$ cat src/hw/stm_pkg.sv
package stm_pkg;
  // Register word offsets on the APB bus (byte addresses)
  localparam logic [7:0] ctrl0_off  = 8'h00;
  localparam logic [7:0] ctrl1_off  = 8'h04;
  localparam logic [7:0] cnt_lo_off = 8'h08;
  localparam logic [7:0] cnt_hi_off = 8'h0c;
  localparam logic [7:0] cmp_lo_off = 8'h10;
  localparam logic [7:0] cmp_hi_off = 8'h14;
  // Control zero fields
  localparam int pause_bit = 7;
  localparam int cksel_hi  = 6;
  localparam int cksel_lo  = 4;
  localparam int on_bit    = 3;
  localparam int per_hi    = 2;
  // Control one fields
  localparam int mode_hi   = 7;
  localparam int mode_lo   = 6;
  localparam int func_hi   = 5;
  localparam int func_lo   = 4;
  localparam int oc_bit    = 3;
  localparam int pol_bit   = 2;
  localparam int dpx_bit   = 1;
  localparam int cclr_bit  = 0;
  // Reset values
  localparam logic [7:0] ctrl_rst = 8'h00;
  localparam logic [9:0] cnt_rst  = 10'h000;
  // Count width and period comparator width
  localparam int cnt_w = 10;
  localparam int per_w = 3;
  // Clock select codes
  localparam logic [2:0] ck_sys4 = 3'h0;
  localparam logic [2:0] ck_sys  = 3'h1;
  localparam logic [2:0] ck_h16  = 3'h2;
  localparam logic [2:0] ck_h64  = 3'h3;
  localparam logic [2:0] ck_tbc  = 3'h4;
  localparam logic [2:0] ck_rise = 3'h6;
  localparam logic [2:0] ck_fall = 3'h7;
  // Divider terminal counts (sys/4, high/16, high/64)
  localparam logic [5:0] div4_last  = 6'h03;
  localparam logic [5:0] div16_last = 6'h0f;
  localparam logic [5:0] div64_last = 6'h3f;
  // Modes
  localparam logic [1:0] md_cmp = 2'h0;
  localparam logic [1:0] md_cap = 2'h1;
  localparam logic [1:0] md_pwm = 2'h2;
  localparam logic [1:0] md_tmr = 2'h3;
  // Function codes
  localparam logic [1:0] fn_0 = 2'h0;
  localparam logic [1:0] fn_1 = 2'h1;
  localparam logic [1:0] fn_2 = 2'h2;
  localparam logic [1:0] fn_3 = 2'h3;
endpackage

$ cat src/hw/stm_timer.sv
`timescale 1ns/1ps
module stm_timer (
  input  wire logic        pclk,
  input  wire logic        presetn,
  input  wire logic        psel,
  input  wire logic        penable,
  input  wire logic        pwrite,
  input  wire logic [7:0]  paddr,
  input  wire logic [31:0] pwdata,
  output logic      [31:0] prdata,
  output logic             pready,
  output logic             pslverr,
  input  wire logic        high_clock_tick,
  input  wire logic        time_base_tick,
  input  wire logic        external_count_clock_pin,
  input  wire logic        capture_input_pin,
  output logic             primary_output_pin,
  output logic             secondary_output_pin,
  output logic             cmp_a_irq,
  output logic             cmp_p_irq
);

  ////////////////////////////////////////////////////////////////////////////
  // Registers and state
  logic [7:0]  timer_control_zero;  // Pause, clock, on, period
  logic [7:0]  timer_control_one;   // Mode, function, output control
  logic [9:0]  count;               // Live counter
  logic [9:0]  compare_a_value;     // Active compare-A value
  logic [7:0]  hold_buf;            // Shared eight-bit holding buffer
  logic        on_prev;             // Previous module_on for edge
  logic        out_lvl;             // Output level before polarity
  logic [5:0]  div_sys;             // System clock divider
  logic [5:0]  div_h;               // High clock divider
  logic        pulse_done;          // Single pulse already fired

  ////////////////////////////////////////////////////////////////////////////
  // Field decode
  wire        counter_pause    = timer_control_zero[stm_pkg::pause_bit];
  wire [2:0]  count_clock_select =
    timer_control_zero[stm_pkg::cksel_hi:stm_pkg::cksel_lo];
  wire        module_on        = timer_control_zero[stm_pkg::on_bit];
  wire [2:0]  period_setting   = timer_control_zero[stm_pkg::per_hi:0];
  wire [1:0]  mode_sel         =
    timer_control_one[stm_pkg::mode_hi:stm_pkg::mode_lo];
  wire [1:0]  pin_function     =
    timer_control_one[stm_pkg::func_hi:stm_pkg::func_lo];
  wire        output_initial_level = timer_control_one[stm_pkg::oc_bit];
  wire        output_polarity  = timer_control_one[stm_pkg::pol_bit];
  wire        period_duty_swap = timer_control_one[stm_pkg::dpx_bit];
  wire        clear_source_select = timer_control_one[stm_pkg::cclr_bit];

  ////////////////////////////////////////////////////////////////////////////
  // APB decode; zero wait states, never errors
  wire setup_phase = psel & ~penable;
  wire acc   = psel & penable;
  wire wr    = acc & pwrite;
  wire rd    = acc & ~pwrite;
  wire hit_c0 = paddr == stm_pkg::ctrl0_off;
  wire hit_c1 = paddr == stm_pkg::ctrl1_off;
  wire hit_dl = paddr == stm_pkg::cnt_lo_off;
  wire hit_dh = paddr == stm_pkg::cnt_hi_off;
  wire hit_al = paddr == stm_pkg::cmp_lo_off;
  wire hit_ah = paddr == stm_pkg::cmp_hi_off;
  assign pready  = 1'b1;
  assign pslverr = 1'b0;

  ////////////////////////////////////////////////////////////////////////////
  // Pin synchronisers
  logic ext_rise;  // External clock rising edge pulse
  logic ext_fall;  // External clock falling edge pulse
  logic cap_rise;  // Capture rising edge pulse
  logic cap_fall;  // Capture falling edge pulse

  stm_edge_sync u_ext (
    .pclk    (pclk),
    .presetn (presetn),
    .pin     (external_count_clock_pin),
    .rise    (ext_rise),
    .fall    (ext_fall)
  );
  stm_edge_sync u_cap (
    .pclk    (pclk),
    .presetn (presetn),
    .pin     (capture_input_pin),
    .rise    (cap_rise),
    .fall    (cap_fall)
  );

  ////////////////////////////////////////////////////////////////////////////
  // Tick source selection
  wire sys4_tick = div_sys[1:0] == stm_pkg::div4_last[1:0];
  wire h16_tick  = high_clock_tick & (div_h[3:0] == stm_pkg::div16_last[3:0]);
  wire h64_tick  = high_clock_tick & (div_h == stm_pkg::div64_last);
  logic sel_tick;  // Selected count tick

  always_comb begin
    unique case (count_clock_select)
      stm_pkg::ck_sys4: sel_tick = sys4_tick;
      stm_pkg::ck_sys:  sel_tick = 1'b1;
      stm_pkg::ck_h16:  sel_tick = h16_tick;
      stm_pkg::ck_h64:  sel_tick = h64_tick;
      stm_pkg::ck_tbc:  sel_tick = time_base_tick;
      stm_pkg::ck_rise: sel_tick = ext_rise;
      stm_pkg::ck_fall: sel_tick = ext_fall;
      default:          sel_tick = 1'b0;
    endcase
  end

  // Free dividers; high clock arrives as an enable pulse
  always_ff @(posedge pclk or negedge presetn) begin
    if (!presetn) begin
      div_sys <= 6'h00;
      div_h   <= 6'h00;
    end else begin
      div_sys <= div_sys + 6'h01;
      if (high_clock_tick) begin
        div_h <= div_h + 6'h01;
      end
    end
  end

  ////////////////////////////////////////////////////////////////////////////
  // Counter and comparators
  wire on_rise = module_on & ~on_prev;
  // count when on and not paused
  wire adv = module_on & ~counter_pause & sel_tick & ~on_rise;
  // Value the counter is about to reach; matching on it makes the
  // cleared period exactly N times 128 ticks, not one more
  wire [9:0] count_inc = count + 10'h001;
  wire p_match = adv &
    (count_inc[stm_pkg::cnt_w-1 -: stm_pkg::per_w] == period_setting) &
    (period_setting != 3'h0) &
    (count_inc[stm_pkg::cnt_w-stm_pkg::per_w-1:0] == 7'h00);
  wire a_match = adv & (count == compare_a_value);
  wire ovf = adv & (&count);
  wire pwm_like = mode_sel == stm_pkg::md_pwm;
  wire cap_mode = mode_sel == stm_pkg::md_cap;
  // clear source choice
  // In PWM the period comparator clears unless the swap bit is set
  wire clr_sel = pwm_like ? period_duty_swap : clear_source_select;
  wire auto_clr = ~cap_mode &
    (clr_sel ? a_match : (p_match | (period_setting == 3'h0 & ovf)));
  logic [9:0] next_count;  // Counter next value

  always_comb begin
    if (on_rise) begin
      next_count = stm_pkg::cnt_rst;
    end else if (auto_clr | ovf) begin
      next_count = stm_pkg::cnt_rst;
    end else if (adv) begin
      next_count = count + 10'h001;
    end else begin
      next_count = count;
    end
  end

  // Counter flops
  always_ff @(posedge pclk or negedge presetn) begin
    if (!presetn) begin
      count   <= stm_pkg::cnt_rst;
      on_prev <= 1'b0;
    end else begin
      count   <= next_count;
      on_prev <= module_on;
    end
  end

  wire cap_evt = cap_mode & module_on & (
    (pin_function == stm_pkg::fn_0 & cap_rise) |
    (pin_function == stm_pkg::fn_1 & cap_fall) |
    (pin_function == stm_pkg::fn_2 & (cap_rise | cap_fall)));

  // two interrupt events; capture reports on A
  always_ff @(posedge pclk or negedge presetn) begin
    if (!presetn) begin
      cmp_a_irq <= 1'b0;
      cmp_p_irq <= 1'b0;
    end else begin
      cmp_a_irq <= cap_mode ? cap_evt : a_match;
      cmp_p_irq <= p_match | (period_setting == 3'h0 & ovf);
    end
  end

  ////////////////////////////////////////////////////////////////////////////
  // Output waveform
  wire period_evt = period_duty_swap ? a_match :
    (p_match | (period_setting == 3'h0 & ovf));
  wire duty_evt = period_duty_swap ? p_match : a_match;
  logic next_out;  // Output next level

  always_comb begin
    next_out = out_lvl;
    if (on_rise) begin
      next_out = output_initial_level;
    end else if (mode_sel == stm_pkg::md_cmp && a_match) begin
      unique case (pin_function)
        stm_pkg::fn_0: next_out = out_lvl;
        stm_pkg::fn_1: next_out = 1'b0;
        stm_pkg::fn_2: next_out = 1'b1;
        stm_pkg::fn_3: next_out = ~out_lvl;
      endcase
    end else if (pwm_like) begin
      unique case (pin_function)
        stm_pkg::fn_0: next_out = ~output_initial_level;
        stm_pkg::fn_1: next_out = output_initial_level;
        stm_pkg::fn_2: begin
          if (period_evt) next_out = output_initial_level;
          else if (duty_evt) next_out = ~output_initial_level;
        end
        stm_pkg::fn_3: begin
          if (duty_evt && !pulse_done) next_out = ~output_initial_level;
        end
      endcase
    end
  end

  // Output level and single-pulse latch
  always_ff @(posedge pclk or negedge presetn) begin
    if (!presetn) begin
      out_lvl    <= 1'b0;
      pulse_done <= 1'b0;
    end else begin
      out_lvl <= next_out;
      if (on_rise) pulse_done <= 1'b0;
      else if (duty_evt) pulse_done <= 1'b1;
    end
  end

  wire inv = output_polarity & (mode_sel != stm_pkg::md_tmr);
  // Pin sharing is outside; both outputs always driven here
  assign primary_output_pin   = out_lvl ^ inv;
  assign secondary_output_pin = ~(out_lvl ^ inv);

  ////////////////////////////////////////////////////////////////////////////
  // Register writes
  // low write fills buffer
  always_ff @(posedge pclk or negedge presetn) begin
    if (!presetn) begin
      timer_control_zero <= stm_pkg::ctrl_rst;
      timer_control_one  <= stm_pkg::ctrl_rst;
      compare_a_value    <= stm_pkg::cnt_rst;
      hold_buf           <= 8'h00;
    end else begin
      if (wr && hit_c0) timer_control_zero <= pwdata[7:0];
      if (wr && hit_c1) timer_control_one  <= pwdata[7:0];
      if (wr && hit_al) hold_buf <= pwdata[7:0];
      if (wr && hit_ah) compare_a_value <= {pwdata[1:0], hold_buf};
      if (rd && hit_dh) hold_buf <= count[7:0];
      if (rd && hit_ah) hold_buf <= compare_a_value[7:0];
    end
  end

  ////////////////////////////////////////////////////////////////////////////
  // Read mux
  logic [7:0] rd_byte;  // Selected byte
  always_comb begin
    rd_byte = 8'h00;
    if (hit_c0) rd_byte = timer_control_zero;
    if (hit_c1) rd_byte = timer_control_one;
    if (hit_dl | hit_al) rd_byte = hold_buf;
    if (hit_dh) rd_byte = {6'h00, count[9:8]};
    if (hit_ah) rd_byte = {6'h00, compare_a_value[9:8]};
  end
  // Data held combinational from flop state; forced to zero in setup phase
  assign prdata = {24'h000000, rd_byte} & {32{~setup_phase}};

  ////////////////////////////////////////////////////////////////////////////
  // Assertions
  // switch-on clears
  a_on_clears: assert property (@(posedge pclk) disable iff (!presetn)
    on_rise |=> count == 10'h000) else $error("switch-on did not clear");
  a_off_holds: assert property (@(posedge pclk) disable iff (!presetn)
    (!module_on && on_prev == 1'b0) |=> $stable(count))
    else $error("counter moved while off");
  a_pause_holds: assert property (@(posedge pclk) disable iff (!presetn)
    (counter_pause && !on_rise) |=> $stable(count))
    else $error("counter moved while paused");
  a_count_step: assert property (@(posedge pclk) disable iff (!presetn)
    (adv && !auto_clr && !ovf) |=> count == $past(count) + 10'h001)
    else $error("counter did not step");
  a_no_tick: assert property (@(posedge pclk) disable iff (!presetn)
    (count_clock_select == 3'h5) |-> !sel_tick) else $error("tick on 101");
  a_cmp_commit: assert property (@(posedge pclk) disable iff (!presetn)
    (wr && hit_ah) |=> compare_a_value[7:0] == $past(hold_buf))
    else $error("buffer not committed");
  a_low_buffer: assert property (@(posedge pclk) disable iff (!presetn)
    (wr && hit_al) |=> $stable(compare_a_value))
    else $error("low write changed active value");
  a_init_level: assert property (@(posedge pclk) disable iff (!presetn)
    on_rise |=> out_lvl == $past(output_initial_level))
    else $error("output not at initial level");
endmodule

$ cat src/hw/stm_edge_sync.sv
`timescale 1ns/1ps
// Two-flop synchroniser with rise and fall pulses
module stm_edge_sync (
  input  wire logic pclk,
  input  wire logic presetn,
  input  wire logic pin,
  output logic      rise,
  output logic      fall
);
  logic meta;   // First stage, read only by sync
  logic sync;   // Second stage
  logic prev;   // Delayed copy for edges

  // Sync chain; edge logic reads the second stage and its delayed copy
  always_ff @(posedge pclk or negedge presetn) begin
    if (!presetn) begin
      meta <= 1'b0;
      sync <= 1'b0;
      prev <= 1'b0;
    end else begin
      meta <= pin;
      sync <= meta;
      prev <= sync;
    end
  end

  assign rise = sync & ~prev;
  assign fall = ~sync & prev;
endmodule

$ cat config.mk
export PLATFORM = sky130hd
export DESIGN_NAME = stm_timer
export DESIGN_NICKNAME = d
export VERILOG_FILES = /design/src/hw/stm_pkg.sv /design/src/hw/stm_timer.sv /design/src/hw/stm_edge_sync.sv
export SDC_FILE = /design/constraint.sdc
export NUM_CORES = 1
export LEC_CHECK = 0
export BUFFER_PORTS_ARGS = -buffer_cell sky130_fd_sc_hd__buf_4
export CELL_PAD_IN_SITES_DETAIL_PLACEMENT = 1
export CELL_PAD_IN_SITES_GLOBAL_PLACEMENT = 1
export CORE_ASPECT_RATIO = 1.75
export CORE_MARGIN = 3
export CORE_UTILIZATION = 42
export DETAILED_ROUTE_END_ITERATION = 8
export GPL_TIMING_DRIVEN = 0
export PLACE_DENSITY = 0.86
export SLEW_MARGIN = 20
export SYNTH_ARGS = -nofsm -noshare
export SYNTH_HDL_FRONTEND = slang
export SYNTH_SLANG_ARGS = --single-unit
export TNS_END_PERCENT = 1
$ cat constraint.sdc
create_clock -name pclk -period 2.9 [get_ports pclk]
set_input_delay 0.29 -clock pclk [delete_from_list [all_inputs] [get_ports pclk]]
set_output_delay 0.29 -clock pclk [all_outputs]
set_load 0.01 [all_outputs]
Word-level counts from Yosys, hierarchy flattened
Index checks and enable logic that the tools add are counted.

Add/sub/neg operators: 3. Equality and inequality tests: 25. Muxes and demuxes: 27. Bitwise gates (word level): 49. Reductions and logical operators: 22.

Operators with widths (number): 8-bit 2-to-1 mux (8); 8-bit by 32-bit bitwise AND with 32-bit output (1); 10-bit 2-to-1 mux (3); 1-bit bitwise AND (27); 8-bit by 4-bit equality test with 1-bit output (second input constant) (2); 8-bit by 5-bit equality test with 1-bit output (second input constant) (2); 1-bit NOT (14); 1-bit 2-to-1 mux (13); 6-bit by 1-bit adder with 6-bit output (second input constant) (2); 3-bit nonzero test (4); 10-bit by 1-bit adder with 10-bit output (second input constant) (1); 10-bit equality test (1); 10-bit AND reduction (1); 3-bit equality test (second input constant) (3); 2-bit equality test (second input constant) (4); 8-bit by 3-bit equality test with 1-bit output (second input constant) (1); 1-bit logical AND (8); 8-bit logical NOT (1); 7-bit logical NOT (1); 1-bit one-hot mux with 7 select lines (1); 3-bit by 2-bit equality test with 1-bit output (second input constant) (2); 6-bit equality test (second input constant) (1); 3-bit logical NOT (2); 1-bit OR (6); other kinds (15) (17).

Register bits after elaboration: 67. Input bits: 49. Output and inout port bits: 38. Word-level logic and storage cells: 144.

Logic depth before layout (Yosys ltp)
Gate-level depths: netlist of run 1.

Depth in word-level cells: 15. Mapped depth: 10. Gate-level depth less buffers: 9.

Modules after synthesis
A second synthesis of run 1 with hierarchy kept.

Cells, all modules: 397. Area total of the unflattened synthesis: 3858.7 µm².

By module, submodules not included: stm_timer (instances 1, cells each 387, area an instance 3678.5 µm², sequential area each 1426.4 µm²); stm_edge_sync (instances 2, cells each 5, area an instance 90.1 µm², sequential area each 75.1 µm²).

Least setup slack after synthesis of run 1
No wires, ideal clock.

Kind: register to register. Start point: register count[0]. End point: register out_lvl. Setup time: 0.125 ns. Arrival time: 2.457 ns. Data required time: 2.775 ns. Path slack: 0.318 ns. Stages on the path, launching flop included: 11. Path buffers: 1. Period minus slack after synthesis: 2.582 ns. Cell sequence: dfrtp_1 > ha_1 > clkbuf_1 > a21oi_1 > o31ai_1 > a2111oi_1 > o2111ai_2 > o21ai_2 > a311oi_1 > o311ai_2 > mux2_2.

Longest elaborated chain between the ends: 12. Elaborated cells on any way between the ends: 26. Classes of those cells: 1 x add/sub; 5 x eq/ne; 7 x mux; 7 x bitwise; 6 x reduce/logical.

Ends and longest elaborated chain: from (decl) (RTL line stm_timer.sv:27) `logic [9:0] count;`; from (signal assigned) (RTL line stm_timer.sv:160) `count <= stm_pkg::cnt_rst;`; from (signal assigned) (RTL line stm_timer.sv:163) `count <= next_count;`; 10-bit by 1-bit adder with 10-bit output (RTL line stm_timer.sv:129) `wire [9:0] count_inc = count + 10'h001;`; 3-bit equality test (RTL line stm_timer.sv:131) `(count_inc[stm_pkg::cnt_w-1 -: stm_pkg::per_w] == period_setting) &`; 1-bit bitwise AND (RTL line stm_timer.sv:130) `wire p_match = adv &`; 1-bit bitwise AND (RTL line stm_timer.sv:131); 1-bit bitwise AND (RTL line stm_timer.sv:132) `(period_setting != 3'h0) &`; 1-bit OR (RTL line stm_timer.sv:187) `(p_match | (period_setting == 3'h0 & ovf));`; 1-bit 2-to-1 mux (RTL line stm_timer.sv:186) `wire period_evt = period_duty_swap ? a_match :`; 1-bit 2-to-1 mux (RTL line stm_timer.sv:207) `if (period_evt) next_out = output_initial_level;`; 1-bit one-hot mux with 4 select lines (RTL line stm_timer.sv:203) `unique case (pin_function)`; 1-bit 2-to-1 mux (RTL line stm_timer.sv:202) `end else if (pwm_like) begin`; 1-bit 2-to-1 mux (RTL line stm_timer.sv:195) `end else if (mode_sel == stm_pkg::md_cmp && a_match) begin`; 1-bit 2-to-1 mux (RTL line stm_timer.sv:193) `if (on_rise) begin`; to (signal assigned) (RTL line stm_timer.sv:223) `out_lvl <= next_out;`; to (decl) (RTL line stm_timer.sv:31) `logic out_lvl;`.

Parallel ways exist; a longest one is shown, timed or not. The select of a mux whose other input is x is not followed. A chain may end at the register's enable or synchronous reset.

Worst setup path after layout of run 1
Ends and elaborated chain as after synthesis.

==> results of run 1 <==
## area by class of cell
class,count,area (um^2)
Buffer,46,308
Clock buffer,10,229
Clock inverter,6,85.1
Fill cell,1031,4120
Inverter,14,52.6
Multi-Input combinational cell,295,2080
Sequential cell,63,1580
Tap cell,117,146
Timing Repair Buffer,33,248
## layer usage
metal | vias up | share of wire | track usage
met1 | 1669 | 0.35 | 0.232
met3 | 40 | 0.039 | 0.0311
met2 | 115 | 0.55 | 0.423
li1 | 1515 | - | -
met5 | - | 0 | 0
met4 | 0 | 0.055 | 0.159
## cell usage in the layout, fill, tap and decap left out, drive strengths merged, types with 3 or more instances in the layout
master and n:
o31ai 4, o2111ai 3, buf 70, and4 4
nor2b 4, and2 4, mux2i 8, nor3 9
nand4 10, o22ai 3, dfrtp 63, nor4bb 3
o21a 3, inv 14, nand2 28, or3 3
nand2b 4, a21oi 19, mux2 28, xor2 7
o21ai 25, conb 26, a222oi 8, nor2 25
clkbuf 19, nand3 8, nor3b 3, ha 10
xnor2 15
## cells by family after synthesis
kind of cell,after synthesis,share of synthesized area
simple gates,115,0.160
compound gates,86,0.158
flops,63,0.404
buf+inv,61,0.0934
mux,36,0.101
xor+xnor,22,0.0494
fa+ha+maj,10,0.0321
other cells,2,0.00193
## power by group
group,switching [mW],internal [mW]
clock,0.392,0.748
sequential,0.0604,0.938
combinational,0.121,0.109
## critical path, stage by stage (launching register included)
cell and delay (ns):
dfrtp_1 0.41, buf_6 0.16, and3_1 0.19, buf_6 0.14
or3_1 0.32, a211oi_2 0.26, o2111ai_2 0.24, o21ai_2 0.13
a311oi_1 0.16, o311ai_2 0.28, mux2_2 0.38
## registers in the layout, summed over array words and instances (netlist names)
| signal | count |
|---|---|
| hold_buf | 8 |
| cmp_p_irq | 1 |
| u_ext.meta | 1 |
| timer_control_one | 8 |
| out_lvl | 1 |
| timer_control_zero | 8 |
| u_ext.prev | 1 |
| count | 10 |
| pulse_done | 1 |
| on_prev | 1 |
| compare_a_value | 10 |
| u_cap.sync | 1 |
| div_sys | 2 |
| u_ext.sync | 1 |
| u_cap.meta | 1 |
| cmp_a_irq | 1 |
| u_cap.prev | 1 |
| div_h | 6 |
## final timing paths
path,start,endpoint,slack [ns],cells past startpoint
setup / recovery,count[0],out_lvl,0.10,10
hold / removal,presetn,div_h[4],0.06,1
setup reg to reg,count[0],out_lvl,0.10,10
hold reg to reg,u_cap.meta,u_cap.sync,0.35,0
max in group asynchronous,presetn,compare_a_value[2],2.29,1
min in group pclk,external_count_clock_pin,u_ext.meta,0.06,1
## metrics by stage
stage / setup slack [ns] / TNS (ns)
global placement: -0.0607 / -0.0620
global route: 0.0167 / 0
detailed placement: -0.115 / -0.441
finish: 0.105 / 0
CTS: 0.00105 / 0
floorplan: 0.318 / 0
## what timing repair did
| action | CTS | global route |
|---|---|---|
| endpoints found under the setup margin | 11 | 11 |
| setup buffers | 0 | 0 |
| gates resized for setup | 3 | 2 |
| gates cloned | 0 | 0 |
| pin swaps | 0 | 2 |
==> flow_summary.ini, run 1 <==
[critical_path]
end_kind = flip-flop
crit_type = reg -> reg
path_max_fanout = 10
start_kind = flip-flop
cp.required_ns = 3.11
crit_arrival_ns = 3.01

[die]
die_height_um = 133
coreArea_mm2 = 0.00884
die_area_mm2 = 0.0105
fp-row-count = 45
die_w_um = 78.8
start_util = 0.441
io_pins = 87

[placement]
gp_congestion = 0.882
numPortBuffers = 33
placed_cells = 569
hpwl_um = 8390
detailed_place.area_mm2 = 0.00438

[clock_network]
cts_buffer_depth = 2
cts_tree = built
cts_root_buffer = clkbuf_16
postCtsHoldBufs = 0
htree_levels = 3
path_clk_slew_ns = 0.05
cts_made_buffers = 9
worstSkewPairLatency_ns = 0.33
numClockSinks = 63

[global_route]
grt_overflow = 0
antenna_found_initial = 0
grt_max_degree = 64
grt_pass1_vias = 3703
grt_pass1_wl_um = 18700
grt_usage = 0.230

[synthesis]
yosysWarnings = 0
synth.area.top_cells = dfrtp_1 40%, mux2_2 8.1%, buf_4 5.4%
yosysUniqueCellTypes = 62
synthArstFlopShare = 1.00
netlist.area_leader.share = 0.404
yosysMostFrequentCell = dfrtp_1
synth_area_per_cell_um2 = 9.87
synth-seq-cells = 63
yosysTopAreaCell = dfrtp_1
synthCells = 395
synth_ff_type = dfrtp_1
synth_edf_count = 0
synth_area_mm2 = 0.00390
synthTopCellsByCount = 63 x dfrtp_1, 28 x buf_4, 28 x mux2_2, 28 x nand2_1, 25 x nor2_1
yosysSeqAreaShare = 0.404

[cells_and_area]
drive_above_1_share = 0.278
fin_util = 0.534
instances_no_fill = 584
num_antenna_cells = 0
syn2layout_area_growth_pct = 21.1
postLayoutCellArea_mm2 = 0.00472
nNetsFinal = 521

[power_and_ir_drop]
power_leakage_nw = 2.15
max-vdd-ir-drop_mv = 0.525
p_per_area_mw_per_mm2 = 502
finalPower_mw = 2.37

[hold_path]
hold_class = in -> async

[route]
dr.pass1.iters = 5
final_antenna_net_count = 0
drcViolationCount = 0
vias_per_cell = 5.72
wirelength_um = 11400
wl_per_cell_um = 19.5
drt_iter0_markers = 265
vias = 3339

[timing]
hold_ws_ns = 0.0593
worst_pin_slew_ns = 1.01
setup-violations-final = 0
hold_viol = 0
drv_slew = 0
rsz0062_at_grt = no
relSlewSlack = 0.322
fin_crit_ns = 2.80
skew_ns = 0.00391
max_freq_mhz = 358
timing.final.crit_share = 0.964

[status]
status = complete, no violations

[flow_run]
drv_cap = 0
Power figures use the tool's default switching activity.
==> run 2, diff against run 1 <==
--- a/config.mk
+++ b/config.mk
@@ -8,12 +8,12 @@
 export BUFFER_PORTS_ARGS = -buffer_cell sky130_fd_sc_hd__buf_4
 export CELL_PAD_IN_SITES_DETAIL_PLACEMENT = 1
 export CELL_PAD_IN_SITES_GLOBAL_PLACEMENT = 1
-export CORE_ASPECT_RATIO = 1.75
 export CORE_MARGIN = 3
-export CORE_UTILIZATION = 42
+export CORE_UTILIZATION = 40
+export CTS_BUF_LIST = sky130_fd_sc_hd__clkbuf_8
 export DETAILED_ROUTE_END_ITERATION = 8
 export GPL_TIMING_DRIVEN = 0
-export PLACE_DENSITY = 0.86
+export PLACE_DENSITY = 0.83
 export SLEW_MARGIN = 20
 export SYNTH_ARGS = -nofsm -noshare
 export SYNTH_HDL_FRONTEND = slang
==> flow_summary.ini, run 2 (synthesis results as in run 1) <==
[die]
die_height_um = 105
io_pins = 87
coreArea_mm2 = 0.00937
start_util = 0.416
die_area_mm2 = 0.0110
fp-row-count = 35
die_w_um = 105

[timing]
setup-violations-final = 0
skew_ns = 0.00689
max_freq_mhz = 366
drv_slew = 0
fin_crit_ns = 2.73
worst_pin_slew_ns = 1.18
hold_viol = 0
rsz0062_at_grt = no
timing.final.crit_share = 0.943
relSlewSlack = 0.205

[cells_and_area]
n_fill_cell = 1108
syn2layout_area_growth_pct = 19.2
final_common_cell = dfrtp_1
reg_top3 = compare_a_value: 10 flops, count: 10 flops
seqCellArea_mm2 = 0.00158
drive_above_1_share = 0.280
fin_util = 0.496
postLayoutCellArea_mm2 = 0.00465
num_antenna_cells = 0
multi_input_area_mm2 = 0.00208
layout_common_cells = 63 x dfrtp_1, 61 x buf_4, 28 x nand2_1, 28 x mux2_2, 26 x conb_1
nNetsFinal = 521

[critical_path]
rrSetupSlack_ns = 0.17
end_kind = flip-flop
cp.required_ns = 3.14
r2r-start = count[1]
start_kind = flip-flop
r2r-end = out_lvl
crit_arrival_ns = 2.97
crit_type = reg -> reg
path_max_fanout = 9
ff2ff_path_depth = 10

[placement]
gp_congestion = 0.854
hpwl_um = 7710
numPortBuffers = 33
detailed_place.area_mm2 = 0.00440

[route]
wl_per_cell_um = 18.5
vias = 3236
dr.pass1.iters = 4
vias_per_cell = 5.45
drt_iter0_markers = 183
wirelength_um = 11000
final_antenna_net_count = 0
drcViolationCount = 0

[global_route]
grt_pass1_vias = 3481
grt_usage = 0.203
grt_pass1_wl_um = 17700
grt_max_degree = 64
antenna_found_initial = 0
grt_overflow = 0

[clock_network]
cts_made_buffers = 9
htree_levels = 3
path_clk_slew_ns = 0.07
worstSkewPairLatency_ns = 0.35
cts_tree = built
postCtsHoldBufs = 0
numClockSinks = 63
cts_setup_buffers = 0
cts_buffer_depth = 2
cts_root_buffer = clkbuf_8

[power_and_ir_drop]
power_leakage_nw = 2.11
max-vdd-ir-drop_mv = 0.359
p_per_area_mw_per_mm2 = 448
finalPower_mw = 2.08

[hold_path]
hold_class = in -> async

[flow_run]
drv_cap = 0

[status]
status = complete, no violations
[run 2: worst max path at each step]
stage / start / endpoint / slack (ns) / cells after the start
after floorplan: count[0] / out_lvl / 0.32 / 10
after global placement: count[0] / out_lvl / -0.07 / 10
after detailed placement: count[0] / count[9] / -0.10 / 9
final: count[1] / out_lvl / 0.17 / 10
after global routing: count[2] / out_lvl / 0.01 / 9
after CTS: count[0] / out_lvl / 0.01 / 10
[run 2: repair_timing]
item | 4_1_cts | 5_1_grt
resized for setup | 2 | 4
gates cloned | 0 | 0
pin swaps | 0 | 1
endpoints found under the setup margin | 11 | 11
[run 2: cell type report]
class	instances	share of cell area
buffer	46	0.0662
sequential	63	0.339
tap	129	0.0347
clock inverter	3	0.0145
multi-input combinational	295	0.448
clock buffer	11	0.0326
timing repair buffer	33	0.0533
inverter	14	0.0113
[run 2: layer usage]
layer	vias to the layer above	GRT usage	wire length (um)
li1	1505	-	-
met1	1620	0.246	4540
met2	95	0.352	5580
met3	16	0.0506	639
met4	0	0.0684	210
met5	-	0	0
[run 2: worst max-delay path: stages, from the launching register on]
cell and delay, ns:
dfrtp_1 0.41, buf_4 0.18, and3_1 0.17, buf_6 0.13, or3_1 0.32, a211oi_2 0.27, o2111ai_2 0.21, o21ai_2 0.15
a311oi_2 0.15, o311ai_2 0.25, mux2_2 0.37
[run 2: stage by stage]
| step | instances | TNS, ns | setup WS [ns] | hold WS [ns] |
|---|---|---|---|---|
| finish | 594 | 0 | 0.166 | 0.0240 |
| global route | 594 | 0 | 0.0105 | 0.0305 |
| CTS | 595 | 0 | 0.0115 | 0.0313 |
| detailed placement | 581 | -0.870 | -0.104 | 0.338 |
| global placement | 581 | -0.120 | -0.0665 | 0.335 |
| floorplan | 419 | 0 | 0.318 | -0.00559 |
[run 2: report_power, final]
part           internal [mW]  switching, mW
logic                  0.109          0.111
registers              0.936         0.0540
clock network          0.521          0.348
